File: config.mk
export PLATFORM = sky130hd
export DESIGN_NAME = otl_overtravel_limit
export DESIGN_NICKNAME = d
export VERILOG_FILES = /design/src/design/otl_pkg.sv /design/src/design/otl_overtravel_limit.sv
export VERILOG_INCLUDE_DIRS = /design/src /design/src/design
export SDC_FILE = /design/constraint.sdc
export NUM_CORES = 1
export LEC_CHECK = 0
export BUFFER_PORTS_ARGS = -buffer_cell sky130_fd_sc_hd__buf_2
export CAP_MARGIN = 20
export CORE_MARGIN = 4
export CORE_UTILIZATION = 55
export CTS_BUF_LIST = sky130_fd_sc_hd__clkbuf_4 sky130_fd_sc_hd__clkbuf_8
export DETAILED_ROUTE_END_ITERATION = 6
export MAX_ROUTING_LAYER = met4
export PLACE_DENSITY_LB_ADDON = 0.25
export SYNTH_ARGS = -nofsm -noshare
export SYNTH_HDL_FRONTEND = slang
export SYNTH_SLANG_ARGS = --single-unit
export TNS_END_PERCENT = 10
File: constraint.sdc
create_clock -name i_clk -period 3.99 [get_ports i_clk]
set_input_delay 0.399 -clock i_clk [delete_from_list [all_inputs] [get_ports i_clk]]
set_output_delay 0.399 -clock i_clk [all_outputs]
set_load 0.01 [all_outputs]
File: src/design/otl_defs.svh
// Offsets, field positions, reset values and timing counts of the overtravel limit block.
// Assumes inclusion by name from the design directory.
`ifndef OTL_DEFS_SVH
`define OTL_DEFS_SVH

`define OTL_ADDR_FWD_CFG 12'h000
`define OTL_ADDR_REV_CFG 12'h004
`define OTL_ADDR_STOP_SEL 12'h008
`define OTL_ADDR_ESTOP 12'h00c
`define OTL_ADDR_WARN_CFG 12'h010
`define OTL_ADDR_CTRL 12'h014
`define OTL_ADDR_STATUS 12'h018
`define OTL_ADDR_WCODE 12'h01c

`define OTL_FWD_USE 4'h1
`define OTL_REV_USE 4'h2
`define OTL_LIM_OFF 4'h8
`define OTL_STOP_DEFAULT 8'h00
`define OTL_ESTOP_DEFAULT 10'h320
`define OTL_ESTOP_MAX 10'h320
`define OTL_WARN_DEFAULT 4'h0

// Control word bits.
`define OTL_CTRL_RESTART 0
`define OTL_CTRL_CLEAR 1
`define OTL_CTRL_SWLIM 2

// Status word bits.
`define OTL_ST_FWD_OT 0
`define OTL_ST_REV_OT 1
`define OTL_ST_WARN 2
`define OTL_ST_STOPPING 3
`define OTL_ST_CLAMP 4
`define OTL_ST_COAST 5

// Motion is taken as stopped once the speed stays zero this long.
`define OTL_STOP_SETTLE_NS 100
`define OTL_STOP_SETTLE_CYC ((`OTL_STOP_SETTLE_NS + 4) / 5)

`endif

File: src/design/otl_pkg.sv
// Types shared by the overtravel limit block.
// Assumes otl_defs.svh is compiled alongside.
package otl_pkg;
    typedef enum logic [1:0] {
        OTL_ACT_RUN,
        OTL_ACT_DB,
        OTL_ACT_DECEL,
        OTL_ACT_COAST
    } otl_act_t;

    typedef enum logic [1:0] {
        OTL_ST_RUN,
        OTL_ST_STOP,
        OTL_ST_HOLD
    } otl_state_t;

    typedef enum logic [1:0] {
        OTL_AFTER_NONE,
        OTL_AFTER_COAST,
        OTL_AFTER_CLAMP
    } otl_after_t;
endpackage

File: src/design/otl_overtravel_limit.sv
// Overtravel limit control: limit inputs, stop sequencing, warning flag, APB registers.
// Assumes all inputs synchronous to i_clk and an APB master on the same clock.
`timescale 1ns/1ps
`default_nettype none
`include "otl_defs.svh"

module otl_overtravel_limit #(
    parameter int FORCE_W = 10
) (
    input wire logic i_clk,
    input wire logic i_resetn,
    input wire logic [11:0] i_paddr,
    input wire logic i_psel,
    input wire logic i_penable,
    input wire logic i_pwrite,
    input wire logic [31:0] i_pwdata,
    output logic [31:0] o_prdata,
    output logic o_pready,
    output logic o_pslverr,
    input wire logic i_fwd_limit_in,
    input wire logic i_rev_limit_in,
    input wire logic i_power_on,
    input wire logic i_force_ctrl,
    input wire logic i_ref_fwd,
    input wire logic i_ref_rev,
    input wire logic i_motor_stopped,
    input wire logic i_brake_req,
    input wire logic [9:0] i_motor_max_force,
    output logic o_fwd_allow,
    output logic o_rev_allow,
    output logic o_fwd_ot,
    output logic o_rev_ot,
    output logic [1:0] o_stop_action,
    output logic o_zero_clamp,
    output logic o_coast,
    output logic [9:0] o_estop_force,
    output logic o_ot_warning,
    output logic o_brake_release_out
);
    import otl_pkg::*;

    typedef struct packed {
        logic fwd_s;
        logic rev_s;
        logic [3:0] fwd_cfg;
        logic [3:0] rev_cfg;
        logic [7:0] stop_sel;
        logic [3:0] fwd_act;
        logic [3:0] rev_act;
        logic [7:0] stop_act;
        logic [9:0] estop;
        logic [3:0] warn_cfg;
        logic swlim;
        logic warn;
        logic block;
        logic pwr_d;
        logic ot_at_pwr;
        otl_state_t st;
        otl_after_t after;
        logic [7:0] settle;
        logic [31:0] prdata;
        logic pready;
        logic pslverr;
        logic fwd_allow;
        logic rev_allow;
        logic fwd_ot;
        logic rev_ot;
        otl_act_t act;
        logic [9:0] force_o;
        logic brake;
        logic clamp_o;
        logic coast_o;
    } otl_regs_t;

    otl_regs_t q_r;
    otl_regs_t q_nxt;

    function automatic logic [9:0] otl_min10(input logic [9:0] a, input logic [9:0] b);
        otl_min10 = (a < b) ? a : b;
    endfunction

    logic fwd_ot_c;
    logic rev_ot_c;
    logic any_ot;
    logic wr_en;
    logic rd_en;
    logic raise;
    logic [7:0] settle_max;
    logic warn_ok;
    logic clr_cmd;

    assign settle_max = 8'(`OTL_STOP_SETTLE_CYC);
    // Inputs are registered once so a single-cycle dropout is still seen.
    assign fwd_ot_c = (q_r.fwd_act != `OTL_LIM_OFF) && !q_r.fwd_s;
    assign rev_ot_c = (q_r.rev_act != `OTL_LIM_OFF) && !q_r.rev_s;
    assign any_ot = fwd_ot_c || rev_ot_c;
    assign wr_en = i_psel && i_penable && i_pwrite && !q_r.pready;
    assign rd_en = i_psel && i_penable && !i_pwrite && !q_r.pready;
    // Helpers for the warning checks below; kept apart from the update logic on purpose.
    assign warn_ok = (q_r.warn_cfg == 4'h1) && i_power_on && q_r.pwr_d && !q_r.ot_at_pwr;
    assign clr_cmd = wr_en && (i_paddr == `OTL_ADDR_CTRL) && i_pwdata[`OTL_CTRL_CLEAR];

    always_comb begin
        q_nxt = q_r;
        q_nxt.fwd_s = i_fwd_limit_in;
        q_nxt.rev_s = i_rev_limit_in;
        q_nxt.pready = i_psel && i_penable && !q_r.pready;
        q_nxt.pslverr = 1'b0;

        if (wr_en) begin
            case (i_paddr)
                `OTL_ADDR_FWD_CFG: q_nxt.fwd_cfg = i_pwdata[3:0];
                `OTL_ADDR_REV_CFG: q_nxt.rev_cfg = i_pwdata[3:0];
                `OTL_ADDR_STOP_SEL: q_nxt.stop_sel = i_pwdata[7:0];
                // Out-of-range force writes saturate at the top of the scale.
                `OTL_ADDR_ESTOP: q_nxt.estop = (i_pwdata > 32'(`OTL_ESTOP_MAX)) ?
                    `OTL_ESTOP_MAX : i_pwdata[9:0];
                `OTL_ADDR_WARN_CFG: q_nxt.warn_cfg = i_pwdata[3:0];
                `OTL_ADDR_CTRL: begin
                    q_nxt.swlim = i_pwdata[`OTL_CTRL_SWLIM];
                    if (i_pwdata[`OTL_CTRL_RESTART]) begin
                        // Setup fields load only on restart.
                        q_nxt.fwd_act = q_r.fwd_cfg;
                        q_nxt.rev_act = q_r.rev_cfg;
                        q_nxt.stop_act = q_r.stop_sel;
                    end
                end
                `OTL_ADDR_STATUS, `OTL_ADDR_WCODE: ;
                default: q_nxt.pslverr = 1'b1;
            endcase
        end
        if (rd_en) begin
            case (i_paddr)
                `OTL_ADDR_FWD_CFG: q_nxt.prdata = {28'h0000000, q_r.fwd_cfg};
                `OTL_ADDR_REV_CFG: q_nxt.prdata = {28'h0000000, q_r.rev_cfg};
                `OTL_ADDR_STOP_SEL: q_nxt.prdata = {24'h000000, q_r.stop_sel};
                `OTL_ADDR_ESTOP: q_nxt.prdata = {22'h0, q_r.estop};
                `OTL_ADDR_WARN_CFG: q_nxt.prdata = {28'h0000000, q_r.warn_cfg};
                `OTL_ADDR_CTRL: q_nxt.prdata = {29'h0, q_r.swlim, 2'b00};
                `OTL_ADDR_STATUS: q_nxt.prdata = {26'h0, q_r.act == OTL_ACT_COAST,
                    q_r.after == OTL_AFTER_CLAMP, q_r.st == OTL_ST_STOP,
                    q_r.warn, q_r.rev_ot, q_r.fwd_ot};
                `OTL_ADDR_WCODE: q_nxt.prdata = {20'h00000, q_r.warn ? 12'h9a0 : 12'h000};
                default: begin
                    q_nxt.prdata = 32'h00000000;
                    q_nxt.pslverr = 1'b1;
                end
            endcase
        end

        // Overtravel present at power-on is remembered and never warned about.
        q_nxt.pwr_d = i_power_on;
        if (i_power_on && !q_r.pwr_d) begin
            q_nxt.ot_at_pwr = any_ot;
        end else if (!any_ot) begin
            q_nxt.ot_at_pwr = 1'b0;
        end

        raise = 1'b0;
        if (q_r.warn_cfg == 4'h1 && i_power_on && q_r.pwr_d && !q_r.ot_at_pwr) begin
            if (i_ref_fwd || i_ref_rev) begin
                raise = (i_ref_fwd && fwd_ot_c) || (i_ref_rev && rev_ot_c);
            end else begin
                raise = any_ot;
            end
            raise = raise || q_r.swlim;
        end
        if (!any_ot && !q_r.swlim) begin
            q_nxt.block = 1'b0;
        end
        // A clear in the same cycle as a set wins, since the clear always blocks it.
        if (wr_en && i_paddr == `OTL_ADDR_CTRL && i_pwdata[`OTL_CTRL_CLEAR]) begin
            q_nxt.warn = 1'b0;
            q_nxt.block = any_ot || q_r.swlim;
        end
        if (raise && !q_r.block && !q_nxt.block) begin
            q_nxt.warn = 1'b1;
        end

        // Stop sequencing; the warning takes no part in it.
        q_nxt.fwd_ot = fwd_ot_c;
        q_nxt.rev_ot = rev_ot_c;
        q_nxt.fwd_allow = !fwd_ot_c;
        q_nxt.rev_allow = !rev_ot_c;
        case (q_r.st)
            OTL_ST_RUN: begin
                q_nxt.act = OTL_ACT_RUN;
                q_nxt.after = OTL_AFTER_NONE;
                if ((fwd_ot_c && i_ref_fwd) || (rev_ot_c && i_ref_rev)) begin
                    q_nxt.st = OTL_ST_STOP;
                    q_nxt.settle = 8'h00;
                    if (!i_force_ctrl && (q_r.stop_act[7:4] == 4'h1 ||
                            q_r.stop_act[7:4] == 4'h2)) begin
                        q_nxt.act = OTL_ACT_DECEL;
                    end else if (q_r.stop_act[3:0] == 4'h2) begin
                        q_nxt.act = OTL_ACT_COAST;
                    end else begin
                        q_nxt.act = OTL_ACT_DB;
                    end
                end
            end
            OTL_ST_STOP: begin
                q_nxt.settle = i_motor_stopped ?
                    ((q_r.settle == settle_max) ? q_r.settle : q_r.settle + 8'h01) : 8'h00;
                if (q_r.settle == settle_max) begin
                    q_nxt.st = OTL_ST_HOLD;
                    if (q_r.act == OTL_ACT_DECEL && q_r.stop_act[7:4] == 4'h1) begin
                        q_nxt.after = OTL_AFTER_CLAMP;
                        q_nxt.act = OTL_ACT_RUN;
                    end else if (q_r.act == OTL_ACT_DB && q_r.stop_act[3:0] == 4'h0 &&
                            !i_force_ctrl) begin
                        q_nxt.after = OTL_AFTER_NONE;
                    end else begin
                        q_nxt.after = OTL_AFTER_COAST;
                        q_nxt.act = OTL_ACT_COAST;
                    end
                end
            end
            OTL_ST_HOLD: begin
                if (!any_ot) begin
                    q_nxt.st = OTL_ST_RUN;
                end
            end
            default: q_nxt.st = OTL_ST_RUN;
        endcase
        q_nxt.force_o = otl_min10(q_r.estop, i_motor_max_force);
        q_nxt.brake = i_brake_req || (any_ot && i_power_on);
        // Decoded here so the clamp and coast pins leave straight from flops.
        q_nxt.clamp_o = (q_nxt.after == OTL_AFTER_CLAMP);
        q_nxt.coast_o = (q_nxt.after == OTL_AFTER_COAST);
    end

    always_ff @(posedge i_clk) begin
        if (!i_resetn) begin
            q_r <= '0;
            q_r.fwd_s <= 1'b1;
            q_r.rev_s <= 1'b1;
            q_r.fwd_cfg <= `OTL_FWD_USE;
            q_r.rev_cfg <= `OTL_REV_USE;
            q_r.fwd_act <= `OTL_FWD_USE;
            q_r.rev_act <= `OTL_REV_USE;
            q_r.stop_sel <= `OTL_STOP_DEFAULT;
            q_r.stop_act <= `OTL_STOP_DEFAULT;
            q_r.estop <= `OTL_ESTOP_DEFAULT;
            q_r.warn_cfg <= `OTL_WARN_DEFAULT;
            q_r.fwd_allow <= 1'b1;
            q_r.rev_allow <= 1'b1;
            q_r.st <= OTL_ST_RUN;
            q_r.act <= OTL_ACT_RUN;
            q_r.after <= OTL_AFTER_NONE;
        end else begin
            q_r <= q_nxt;
        end
    end

    assign o_prdata = q_r.prdata;
    assign o_pready = q_r.pready;
    assign o_pslverr = q_r.pslverr;
    assign o_fwd_allow = q_r.fwd_allow;
    assign o_rev_allow = q_r.rev_allow;
    assign o_fwd_ot = q_r.fwd_ot;
    assign o_rev_ot = q_r.rev_ot;
    assign o_stop_action = q_r.act;
    assign o_zero_clamp = q_r.clamp_o;
    assign o_coast = q_r.coast_o;
    assign o_estop_force = q_r.force_o;
    assign o_ot_warning = q_r.warn;
    assign o_brake_release_out = q_r.brake;

    fwd_block_a: assert property (@(posedge i_clk) disable iff (!i_resetn)
        (q_r.fwd_act != `OTL_LIM_OFF && !q_r.fwd_s) |=> !o_fwd_allow && o_fwd_ot)
        else $error("forward motion not blocked");
    rev_block_a: assert property (@(posedge i_clk) disable iff (!i_resetn)
        (q_r.rev_act != `OTL_LIM_OFF && !q_r.rev_s) |=> !o_rev_allow && o_rev_ot)
        else $error("reverse motion not blocked");
    away_pass_a: assert property (@(posedge i_clk) disable iff (!i_resetn)
        (fwd_ot_c && !rev_ot_c) |=> o_rev_allow)
        else $error("motion away from limit blocked");
    fwd_off_a: assert property (@(posedge i_clk) disable iff (!i_resetn)
        (q_r.fwd_act == `OTL_LIM_OFF) |=> !o_fwd_ot)
        else $error("disabled forward limit tripped");
    rev_off_a: assert property (@(posedge i_clk) disable iff (!i_resetn)
        (q_r.rev_act == `OTL_LIM_OFF) |=> !o_rev_ot)
        else $error("disabled reverse limit tripped");
    no_decel_a: assert property (@(posedge i_clk) disable iff (!i_resetn)
        (i_force_ctrl && q_r.st == OTL_ST_RUN) |=> o_stop_action != OTL_ACT_DECEL)
        else $error("deceleration under force control");
    force_cap_a: assert property (@(posedge i_clk) disable iff (!i_resetn)
        ##1 (o_estop_force <= $past(i_motor_max_force) && o_estop_force <= `OTL_ESTOP_MAX))
        else $error("emergency force above cap");
    warn_off_a: assert property (@(posedge i_clk) disable iff (!i_resetn)
        (!i_power_on && !q_r.warn) |=> !o_ot_warning)
        else $error("warning raised with power off");
    warn_disabled_a: assert property (@(posedge i_clk) disable iff (!i_resetn)
        (q_r.warn_cfg == 4'h0 && !q_r.warn) |=> !o_ot_warning)
        else $error("warning raised while disabled");
    brake_hold_a: assert property (@(posedge i_clk) disable iff (!i_resetn)
        (any_ot && i_power_on) |=> o_brake_release_out)
        else $error("brake applied during overtravel");

    // Stop selection: the choice is made on the edge that enters the stopping state.
    coast_pick_a: assert property (@(posedge i_clk) disable iff (!i_resetn)
        (q_r.st == OTL_ST_RUN && fwd_ot_c && i_ref_fwd && q_r.stop_act == 8'h02)
        |=> o_stop_action == OTL_ACT_COAST)
        else $error("coast stop not selected");
    decel_pick_a: assert property (@(posedge i_clk) disable iff (!i_resetn)
        (q_r.st == OTL_ST_RUN && !i_force_ctrl && fwd_ot_c && i_ref_fwd &&
            (q_r.stop_act[7:4] == 4'h1 || q_r.stop_act[7:4] == 4'h2))
        |=> o_stop_action == OTL_ACT_DECEL)
        else $error("deceleration stop not selected");
    clamp_after_a: assert property (@(posedge i_clk) disable iff (!i_resetn)
        (q_r.st == OTL_ST_STOP && q_r.settle == settle_max && q_r.act == OTL_ACT_DECEL &&
            q_r.stop_act[7:4] == 4'h1)
        |=> o_zero_clamp && !o_coast)
        else $error("zero clamp not entered after stop");
    force_coast_a: assert property (@(posedge i_clk) disable iff (!i_resetn)
        (q_r.st == OTL_ST_STOP && q_r.settle == settle_max && i_force_ctrl &&
            q_r.act != OTL_ACT_DECEL)
        |=> o_coast && !o_zero_clamp)
        else $error("no coast after stop under force control");
    warn_raise_a: assert property (@(posedge i_clk) disable iff (!i_resetn)
        (warn_ok && !q_r.block && !clr_cmd && i_ref_fwd && fwd_ot_c)
        |=> o_ot_warning)
        else $error("overtravel warning not raised");
    warn_cross_a: assert property (@(posedge i_clk) disable iff (!i_resetn)
        (warn_ok && i_ref_fwd && !i_ref_rev && rev_ot_c && !fwd_ot_c && !q_r.swlim &&
            !q_r.warn)
        |=> !o_ot_warning)
        else $error("warning raised against the reference");
    warn_any_a: assert property (@(posedge i_clk) disable iff (!i_resetn)
        (warn_ok && !i_ref_fwd && !i_ref_rev && any_ot && !q_r.block && !clr_cmd)
        |=> o_ot_warning)
        else $error("warning missing without a reference");
    power_edge_a: assert property (@(posedge i_clk) disable iff (!i_resetn)
        (i_power_on && !q_r.pwr_d && !q_r.warn) |=> !o_ot_warning)
        else $error("warning raised at power on");
    warn_clear_a: assert property (@(posedge i_clk) disable iff (!i_resetn)
        clr_cmd |=> !o_ot_warning)
        else $error("warning survived the clear command");
    warn_hold_a: assert property (@(posedge i_clk) disable iff (!i_resetn)
        (q_r.warn && !clr_cmd) |=> o_ot_warning)
        else $error("warning dropped without a clear");
    swlim_warn_a: assert property (@(posedge i_clk) disable iff (!i_resetn)
        (warn_ok && q_r.swlim && !q_r.block && !clr_cmd)
        |=> o_ot_warning)
        else $error("software limit raised no warning");
    stop_start_a: assert property (@(posedge i_clk) disable iff (!i_resetn)
        (q_r.st == OTL_ST_RUN && fwd_ot_c && i_ref_fwd)
        |=> o_stop_action != OTL_ACT_RUN)
        else $error("stop processing skipped");
    // A one-cycle dropout must still reach the status two edges later.
    pulse_catch_a: assert property (@(posedge i_clk) disable iff (!i_resetn)
        (!i_fwd_limit_in && q_r.fwd_act != `OTL_LIM_OFF &&
            !(wr_en && i_paddr == `OTL_ADDR_CTRL))
        |=> ##1 o_fwd_ot)
        else $error("short limit dropout lost");
endmodule // otl_overtravel_limit

`default_nettype wire

# After elaboration in Yosys (flattened, before gate mapping)
# Index checks and enable logic that the tools add are counted.
[classes]
n_mux = 33
add_sub_neg = 1
order_cmp = 2
n_eq_ne = 28
n_reduce_logical = 60
[op_table]
columns = ["op", "n"]
rows = [
  ["$pmux W12 S8", 1],
  ["$eq A12 B5 Y1 const B", 4],
  ["$gt A32 B10 Y1 const B", 1],
  ["$eq A12 B4 Y1 const B", 2],
  ["$logic_and A1 B1 Y1", 24],
  ["$mux W8", 3],
  ["$mux W10", 2],
  ["$mux W2", 10],
  ["$pmux W10 S2", 1],
  ["$logic_not A1 Y1", 13],
  ["$eq A12 B3 Y1 const B", 1],
  ["$logic_not A12 Y1", 1],
  ["$mux W1", 12],
  ["$mux W12", 1],
  ["$reduce_and A2 Y1", 6],
  ["$reduce_and A3 Y1", 4],
  ["$eq A2 B2 Y1 const B", 5],
  ["$lt A10 B10 Y1", 1],
  ["$add A8 B1 Y8 const B", 1],
  ["$eq A4 B1 Y1 const B", 2],
  ["$eq A4 B2 Y1 const B", 2],
  ["$eq A8 B5 Y1 const B", 1],
  ["$ne A4 B4 Y1 const B", 2],
  ["$reduce_or A8 Y1", 1],
  ["other kinds (11)", 23],
]
[totals]
wordCells = 154
regBits = 118
in_bits = 67

# Depth between registers and ports, before layout
# Gate-level depths: netlist (run 1).
[depth]
word_depth = 11
depth_mapped = 8
mapped_depth_nobuf = 7

# Worst setup path after synthesis (run 1)
# Ideal clock, no wire load.
[synth_timing]
kind = "input to register"
start = "input i_paddr[7]"
end = "register q_r[100] (netlist name)"
cell_stages = 6
arrival_ps = 2184
setup_time_ps = 128
setup_slack_ps = 1678
n_path_buf = 1
path_cell_list = "or4_4 buf_6 or3_4 nor4_4 mux2i_1 nor2_1"
[synth_between]
elab_chain_len = 2
[synth_rtl]
columns = ["item", "line", "source"]
rows = [
  ["start, declared", "otl_overtravel_limit.sv:12", "input wire logic [11:0] i_paddr,"],
  ["$eq A12 B4 Y1", "otl_overtravel_limit.sv:111", "case (i_paddr)"],
  ["$reduce_and A2 Y1 (no line)", "-", ""],
  ["end signal, assigned", "otl_overtravel_limit.sv:252", "q_r <= q_nxt;"],
  ["end, declared", "otl_overtravel_limit.sv:75", "otl_regs_t q_r;"],
]
# Every way passes these cells.
# A chain may end at the register's enable or synchronous reset.

# Worst setup path after layout (run 1)
[layout_timing]
start = "input i_paddr[7]"
end = "register q_r[87] (netlist name)"
[layout_between]
elab_chain_len = 2
[layout_rtl]
columns = ["item", "line"]
rows = [
  ["$eq A12 B5 Y1", "otl_overtravel_limit.sv:111"],
  ["$reduce_and A3 Y1 (no line)", "-"],
]
# Every way passes these cells.

==> flow_metrics.tcl, run 1 <==
set metrics [dict create \
    wl_met3_um 700 \
    fmax_mhz 409 \
    syn_inst 556 \
    crit_end "q_r[87]" \
    clkSinkCount 97 \
    synthTopCellsByArea "dfxtp_1, mux2i_1, buf_4, nand2_1, nor2_1" \
    min_period_over_period 0.613 \
    slew_headroom 0.351 \
    die_w_um 102 \
    r2r_end "o_coast" \
    hpwl_mm 8.79 \
    yosysTopAreaCellShare 0.402 \
    mappedNetlistArea_um2 4830 \
    setup_violations 0 \
    grt_overflow_total 0 \
    worst_pin_slew_ps 965 \
    cpPeakStageDelay_ps 760 \
    register_area_um2 1940 \
    grt_max_degree 55 \
    ys_ff_latch 97 \
    hold_class "in -> reg" \
    final_util 0.639 \
    min_period_ps 2440 \
    worstSetupPathDepth 6 \
    worst-endpoint-required_ps 4230 \
    cts_resized 0 \
    first_pass_iters 4 \
    cpMaxStageDelayCell "nand4_1" \
    vdd.ir_drop.worst_mv 0.246 \
    dr_wl_met2_mm 5.84 \
    htreeDepth 3 \
    finalHoldViolCount 0 \
    p_leak_uw 0.00231 \
    die-height_um 102 \
    synth_edf_count 0 \
    crit_start "i_paddr[7]" \
    fp-row-count 33 \
    rsz0062_at_grt "no" \
    yosysTopAreaCell "dfxtp_1" \
    via_count 4100 \
    via_per_inst 5.61 \
    cts_buffers 9 \
    cp_cell_sequence "buf_2 -> or4_4 -> nor4_4 -> nand4_1 -> mux2i_1 -> nor2_1" \
    multiInputGateArea_um2 2440 \
    avgSynthCellArea_um2 8.70 \
    crit_arrival_ps 2680 \
    fin_skew_ps 12.1 \
    synthArstFlopShare 0 \
    cts_tree "yes" \
    layout.cells.non_filler 731 \
    cts_root_buf "clkbuf_8" \
    reg2reg_depth 7 \
    highest_layer "met4" \
    routedWlPerCell_um 15.9 \
    start_util 0.577 \
    route.detailed.drc 0 \
    hold_slack_ps 222 \
    ctsHoldBuffers 0 \
    r2r_start "q_r[53]" \
    endpoint_kind "register" \
    pre_cts_slack_ps 1160 \
    crit_family "simple AND/OR/NAND/NOR gates" \
    synth.most_common_cell "dfxtp_1" \
    port_buffers 99 \
    worst_slack_ps 1550 \
    yosys_warnings 0 \
    max-cap-violations 0 \
    cts_setup_buffers 0 \
    final_antenna_net_count 0 \
    diodes 0 \
    status "finished, final reports clean" \
    final_nets 699 \
    synthFlopType "dfxtp_1" \
    antenna_found_initial 0 \
    drive_above_1_share 0.216 \
    track_usage 0.233 \
    synth.cells.most_frequent "dfxtp_1, nand2_1, nor2_1" \
    clock_latency_ps 360 \
    clkTransAtPathRegs_ps 100 \
    area_growth_pct 10.8 \
    die_area_um2 10400 \
    slew_viol_final 0 \
    synth_cell_types 63 \
    place_congestion 0.845 \
    cts_buffer_depth 2 \
    path_buf_inv 1 \
    startpoint_type "input port" \
    grt_pass1_wl_mm 18.5 \
    routed_wirelength_mm 11.6 \
    drtIter0Drc 253 \
    yosysSeqAreaShare 0.402 \
    reg2reg_setup_slack_ps 1770 \
    nFillCells 756 \
    crit_type "in -> reg" \
    cp_max_fo 12 \
    power_density_nw_per_um2 350 \
    fin_tns_setup_ps 0 \
    numPlacedInstances 715 \
    wl_met1_mm 4.89 \
    coreArea_um2 8380 \
    io_pins 121 \
    grt_pass1_vias 3808 \
]
-- worst min-delay path by stage --
stage | to | startpoint | cells past startpoint
6_report | q_r[116] | i_rev_limit_in | 2
5_1_grt | q_r[117] | i_fwd_limit_in | 2
4_1_cts | q_r[116] | i_rev_limit_in | 2
3_5_place_dp | o_prdata[7] | o_prdata[7] | 2
3_3_place_gp | o_prdata[7] | o_prdata[7] | 2
2_1_floorplan | q_r[60] | q_r[60] | 1
-- state kept, by name (all words and copies together), names as in the netlist --
| name | flops |
|---|---|
| o_pslverr | 1 |
| o_zero_clamp | 1 |
| o_rev_allow | 1 |
| o_coast | 1 |
| o_estop_force | 10 |
| o_stop_action | 2 |
| q_r | 64 |
| o_ot_warning | 1 |
| o_brake_release_out | 1 |
| o_fwd_ot | 1 |
| o_rev_ot | 1 |
| o_pready | 1 |
| o_fwd_allow | 1 |
| o_prdata | 11 |
-- final cells by class --
cell class,instances,area share
tap,105,0.0245
timing repair buffer,102,0.0967
sequential,97,0.362
clock buffer,10,0.0257
inverter,26,0.0182
multi-input combinational,385,0.456
clock inverter,6,0.0168
-- placed cells by master (no fill, tap or decap), types with 11 or more instances in the layout --
cell type and instances:
a21oi_1 31, buf_2 99, conb_1 21, dfxtp_1 97
ha_1 11, inv_1 25, mux2i_1 39, nand2_1 57
nand3_1 15, nor2_1 46, nor3_1 14, o21ai_0 26
-- power breakdown --
part | leakage (uW) | internal [uW] | switching [uW]
clock | 0.000113 | 373 | 346
combinational | 0.00141 | 63.4 | 104
sequential | 0.000787 | 982 | 8.90
-- per-stage QoR --
step	power [uW]	instance area, um^2
after floorplan	1130	4910
after global placement	1180	5130
after detailed placement	1180	5130
after CTS	1890	5360
after global routing	1960	5360
final	1880	5360
-- logic make-up after synthesis --
group / synth area share
AO/OA/AOI/OAI: 0.152
XOR/XNOR: 0.00181
adder cells (fa/ha/maj): 0.0285
buffers and inverters: 0.109
flip-flops: 0.402
multiplexers: 0.0947
other: 0.000776
AND/OR/NAND/NOR: 0.212
-- layer usage --
| layer | global-route usage | vias up |
|---|---|---|
| li1 | - | 2040 |
| met1 | 0.288 | 1929 |
| met2 | 0.384 | 113 |
| met3 | 0.0523 | 18 |
| met4 | 0.0634 | 0 |
| met5 | - | - |
No activity file was read; power rests on OpenSTA's default activity.
==> run 2: changes to the inputs <==
Settings changed: ABC_AREA from default to 1.
Clock period 3.99 ns to 2.32 ns, I/O delays scaled along.
==> run 2 against run 1 <==
Effect of this change: via count increased by 14%; global-route usage increased by 0.15 points; clock power increased by 71%; combinational power increased by 85%; cell count increased by 21%; design area increased by 3.6%; clock-buffer cell count increased by 1; critical endpoint is now o_estop_force[1]; non-clock buffer count increased by 2; wire length increased by 6.3%; sequential share of layout area decreased by 1.3 points; clock skew decreased by 3.4 ps.
==> flow_metrics.tcl, run 2 <==
set metrics [dict create \
    via_per_inst 5.27 \
    route.detailed.drc 0 \
    fmax_mhz 494 \
    start_util 0.573 \
    io_pins 121 \
    drtIter0Drc 298 \
    ys_ff_latch 97 \
    p_clk_frac 0.378 \
    port_buffers 99 \
    clock_latency_ps 360 \
    grt_pass1_vias 4235 \
    endpoint_kind "register" \
    synth_cell_types 34 \
    track_usage 0.234 \
    grt_max_degree 63 \
    synthArstFlopShare 0 \
    setup_violations 0 \
    coreArea_um2 8810 \
    antenna_found_initial 0 \
    clkTransAtPathRegs_ps 90 \
    slew_headroom 0.579 \
    largest_register_ffs 64 \
    synth.cells.most_frequent "nand2_1, dfxtp_1, inv_1" \
    p_int_uw 2450 \
    place_congestion 0.898 \
    final_nets 850 \
    synth_edf_count 0 \
    worst-endpoint-required_ps 2540 \
    cpMaxStageDelayCell "nand3_1" \
    ctsHoldBuffers 0 \
    routed_wirelength_mm 12.4 \
    final_antenna_net_count 0 \
    yosysSeqAreaShare 0.385 \
    worst_pin_slew_ps 630 \
    die_w_um 104 \
    rsz0062_at_grt "no" \
    min_period_ps 2030 \
    switching_share 0.245 \
    seqPwrFrac 0.526 \
    yosysTopAreaCellShare 0.385 \
    synthTopCellsByArea "dfxtp_1, nand2_1, buf_4, a21oi_1, inv_1" \
    most-common-layout-cells "nand2_1, buf_2, dfxtp_1" \
    cts_root_buf "clkbuf_8" \
    design_area_um2 5550 \
    synthFlopType "dfxtp_1" \
    htreeDepth 3 \
    cts_resized 0 \
    first_pass_iters 5 \
    diodes 0 \
    p_leak_uw 0.00252 \
    path_buf_inv 0 \
    crit_arrival_ps 2250 \
    via_count 4661 \
    drive_above_1_share 0.210 \
    area_growth_pct 10.1 \
    cp_max_fo 20 \
    p_comb_frac 0.096 \
    vdd.ir_drop.worst_mv 0.336 \
    layout_commonest_cell "nand2_1" \
    mappedNetlistArea_um2 5040 \
    crit_type "reg -> reg" \
    routedWlPerCell_um 14.0 \
    fin_skew_ps 8.74 \
    finalHoldViolCount 0 \
    die_area_um2 10800 \
    hold_slack_ps 50.7 \
    cts_buffers 9 \
    cts_buffer_depth 2 \
    fp-row-count 34 \
    slew_viol_final 0 \
    power.switching_uw 794 \
    yosysTopAreaCell "dfxtp_1" \
    hpwl_mm 9.46 \
    syn_inst 703 \
    hold_class "in -> reg" \
    reg2reg_setup_slack_ps 290 \
    crit_family "compound AO/OA/AOI/OAI gates" \
    power_density_nw_per_um2 584 \
    synth.most_common_cell "nand2_1" \
    cts_tree "yes" \
    die-height_um 104 \
    cp_cell_sequence "ha_1 -> a21oi_1 -> o21ai_0 -> nor2_1 -> nand3_1 -> o21ai_0 -> a21oi_1" \
    postPlaceCellArea_um2 5330 \
    regMostFlops "q_r" \
    cpPeakStageDelay_ps 440 \
    cts_setup_buffers 0 \
    max-cap-violations 0 \
    clkSinkCount 97 \
    fin_tns_setup_ps 0 \
    status "finished, final reports clean" \
    min_period_over_period 0.873 \
    yosys_warnings 0 \
    avgSynthCellArea_um2 7.17 \
    startpoint_type "register" \
    grt_pass1_wl_mm 20.4 \
    grt_overflow_total 0 \
]
run 2: changes by cell type in the layout (fill, tap and decap cells not counted), sizes merged, moves of 26 or more:
| cell | before | now |
|---|---|---|
| a21oi | 31 | 76 |
| inv | 26 | 88 |
| mux2i | 39 | 0 |
| nand2 | 57 | 119 |
| nand3 | 15 | 65 |
| nor2 | 46 | 72 |
| o21ai | 26 | 68 |
run 2: area by class of cell:
cell class	count	area, um^2
multi-input cells	473	2390
fillers	808	3250
repair buffers	104	533
well taps	108	135
flip-flops and latches	97	1940
inverters	87	327
clock inverters	4	76.3
clock buffers	11	145
run 2: logic make-up (layout without fill, tap and decap cells):
group | count (synthesis) | count (layout) | synth area share
other | 1 | 21 | 0.000744
AND/OR/NAND/NOR | 290 | 290 | 0.272
AO/OA/AOI/OAI | 151 | 151 | 0.160
flip-flops | 97 | 97 | 0.385
adder cells (fa/ha/maj) | 11 | 11 | 0.0273
buffers and inverters | 153 | 206 | 0.155
run 2: power by group through the flow:
stage | sequential, uW | clock [uW] | combinational, uW
CTS | 1710 | 1240 | 309
global placement | 1740 | 0 | 297
detailed placement | 1750 | 0 | 308
global route | 1710 | 1320 | 353
floorplan | 1740 | 0 | 225
finish | 1710 | 1230 | 311
run 2: per-stage QoR:
step | power, uW | worst slack [ps] | util | cells
3_3_place_gp | 2040 | 470 | 0.605 | 869
4_1_cts | 3260 | 292 | 0.630 | 884
5_1_grt | 3390 | 87.8 | 0.630 | 884
2_1_floorplan | 1970 | 898 | - | 723
6_report | 3240 | 295 | 0.630 | 884
3_5_place_dp | 2050 | 288 | 0.605 | 869
run 2: path summary, 6_finish.rpt:
path	startpoint	to	depth (start not counted)
max reg2reg	q_r[81]	o_estop_force[1]	7
min	i_fwd_limit_in	q_r[117]	2
min reg2reg	o_prdata[4]	o_prdata[4]	2
max	q_r[81]	o_estop_force[1]	7
run 2: layer usage:
layer,vias up,wire [um],part of all wire,track usage
li1,2368,-,-,-
met1,2124,5760,0.47,0.322
met2,153,5700,0.46,0.357
met3,16,779,0.063,0.0510
met4,0,138,0.011,0.0503
met5,-,0,0,-
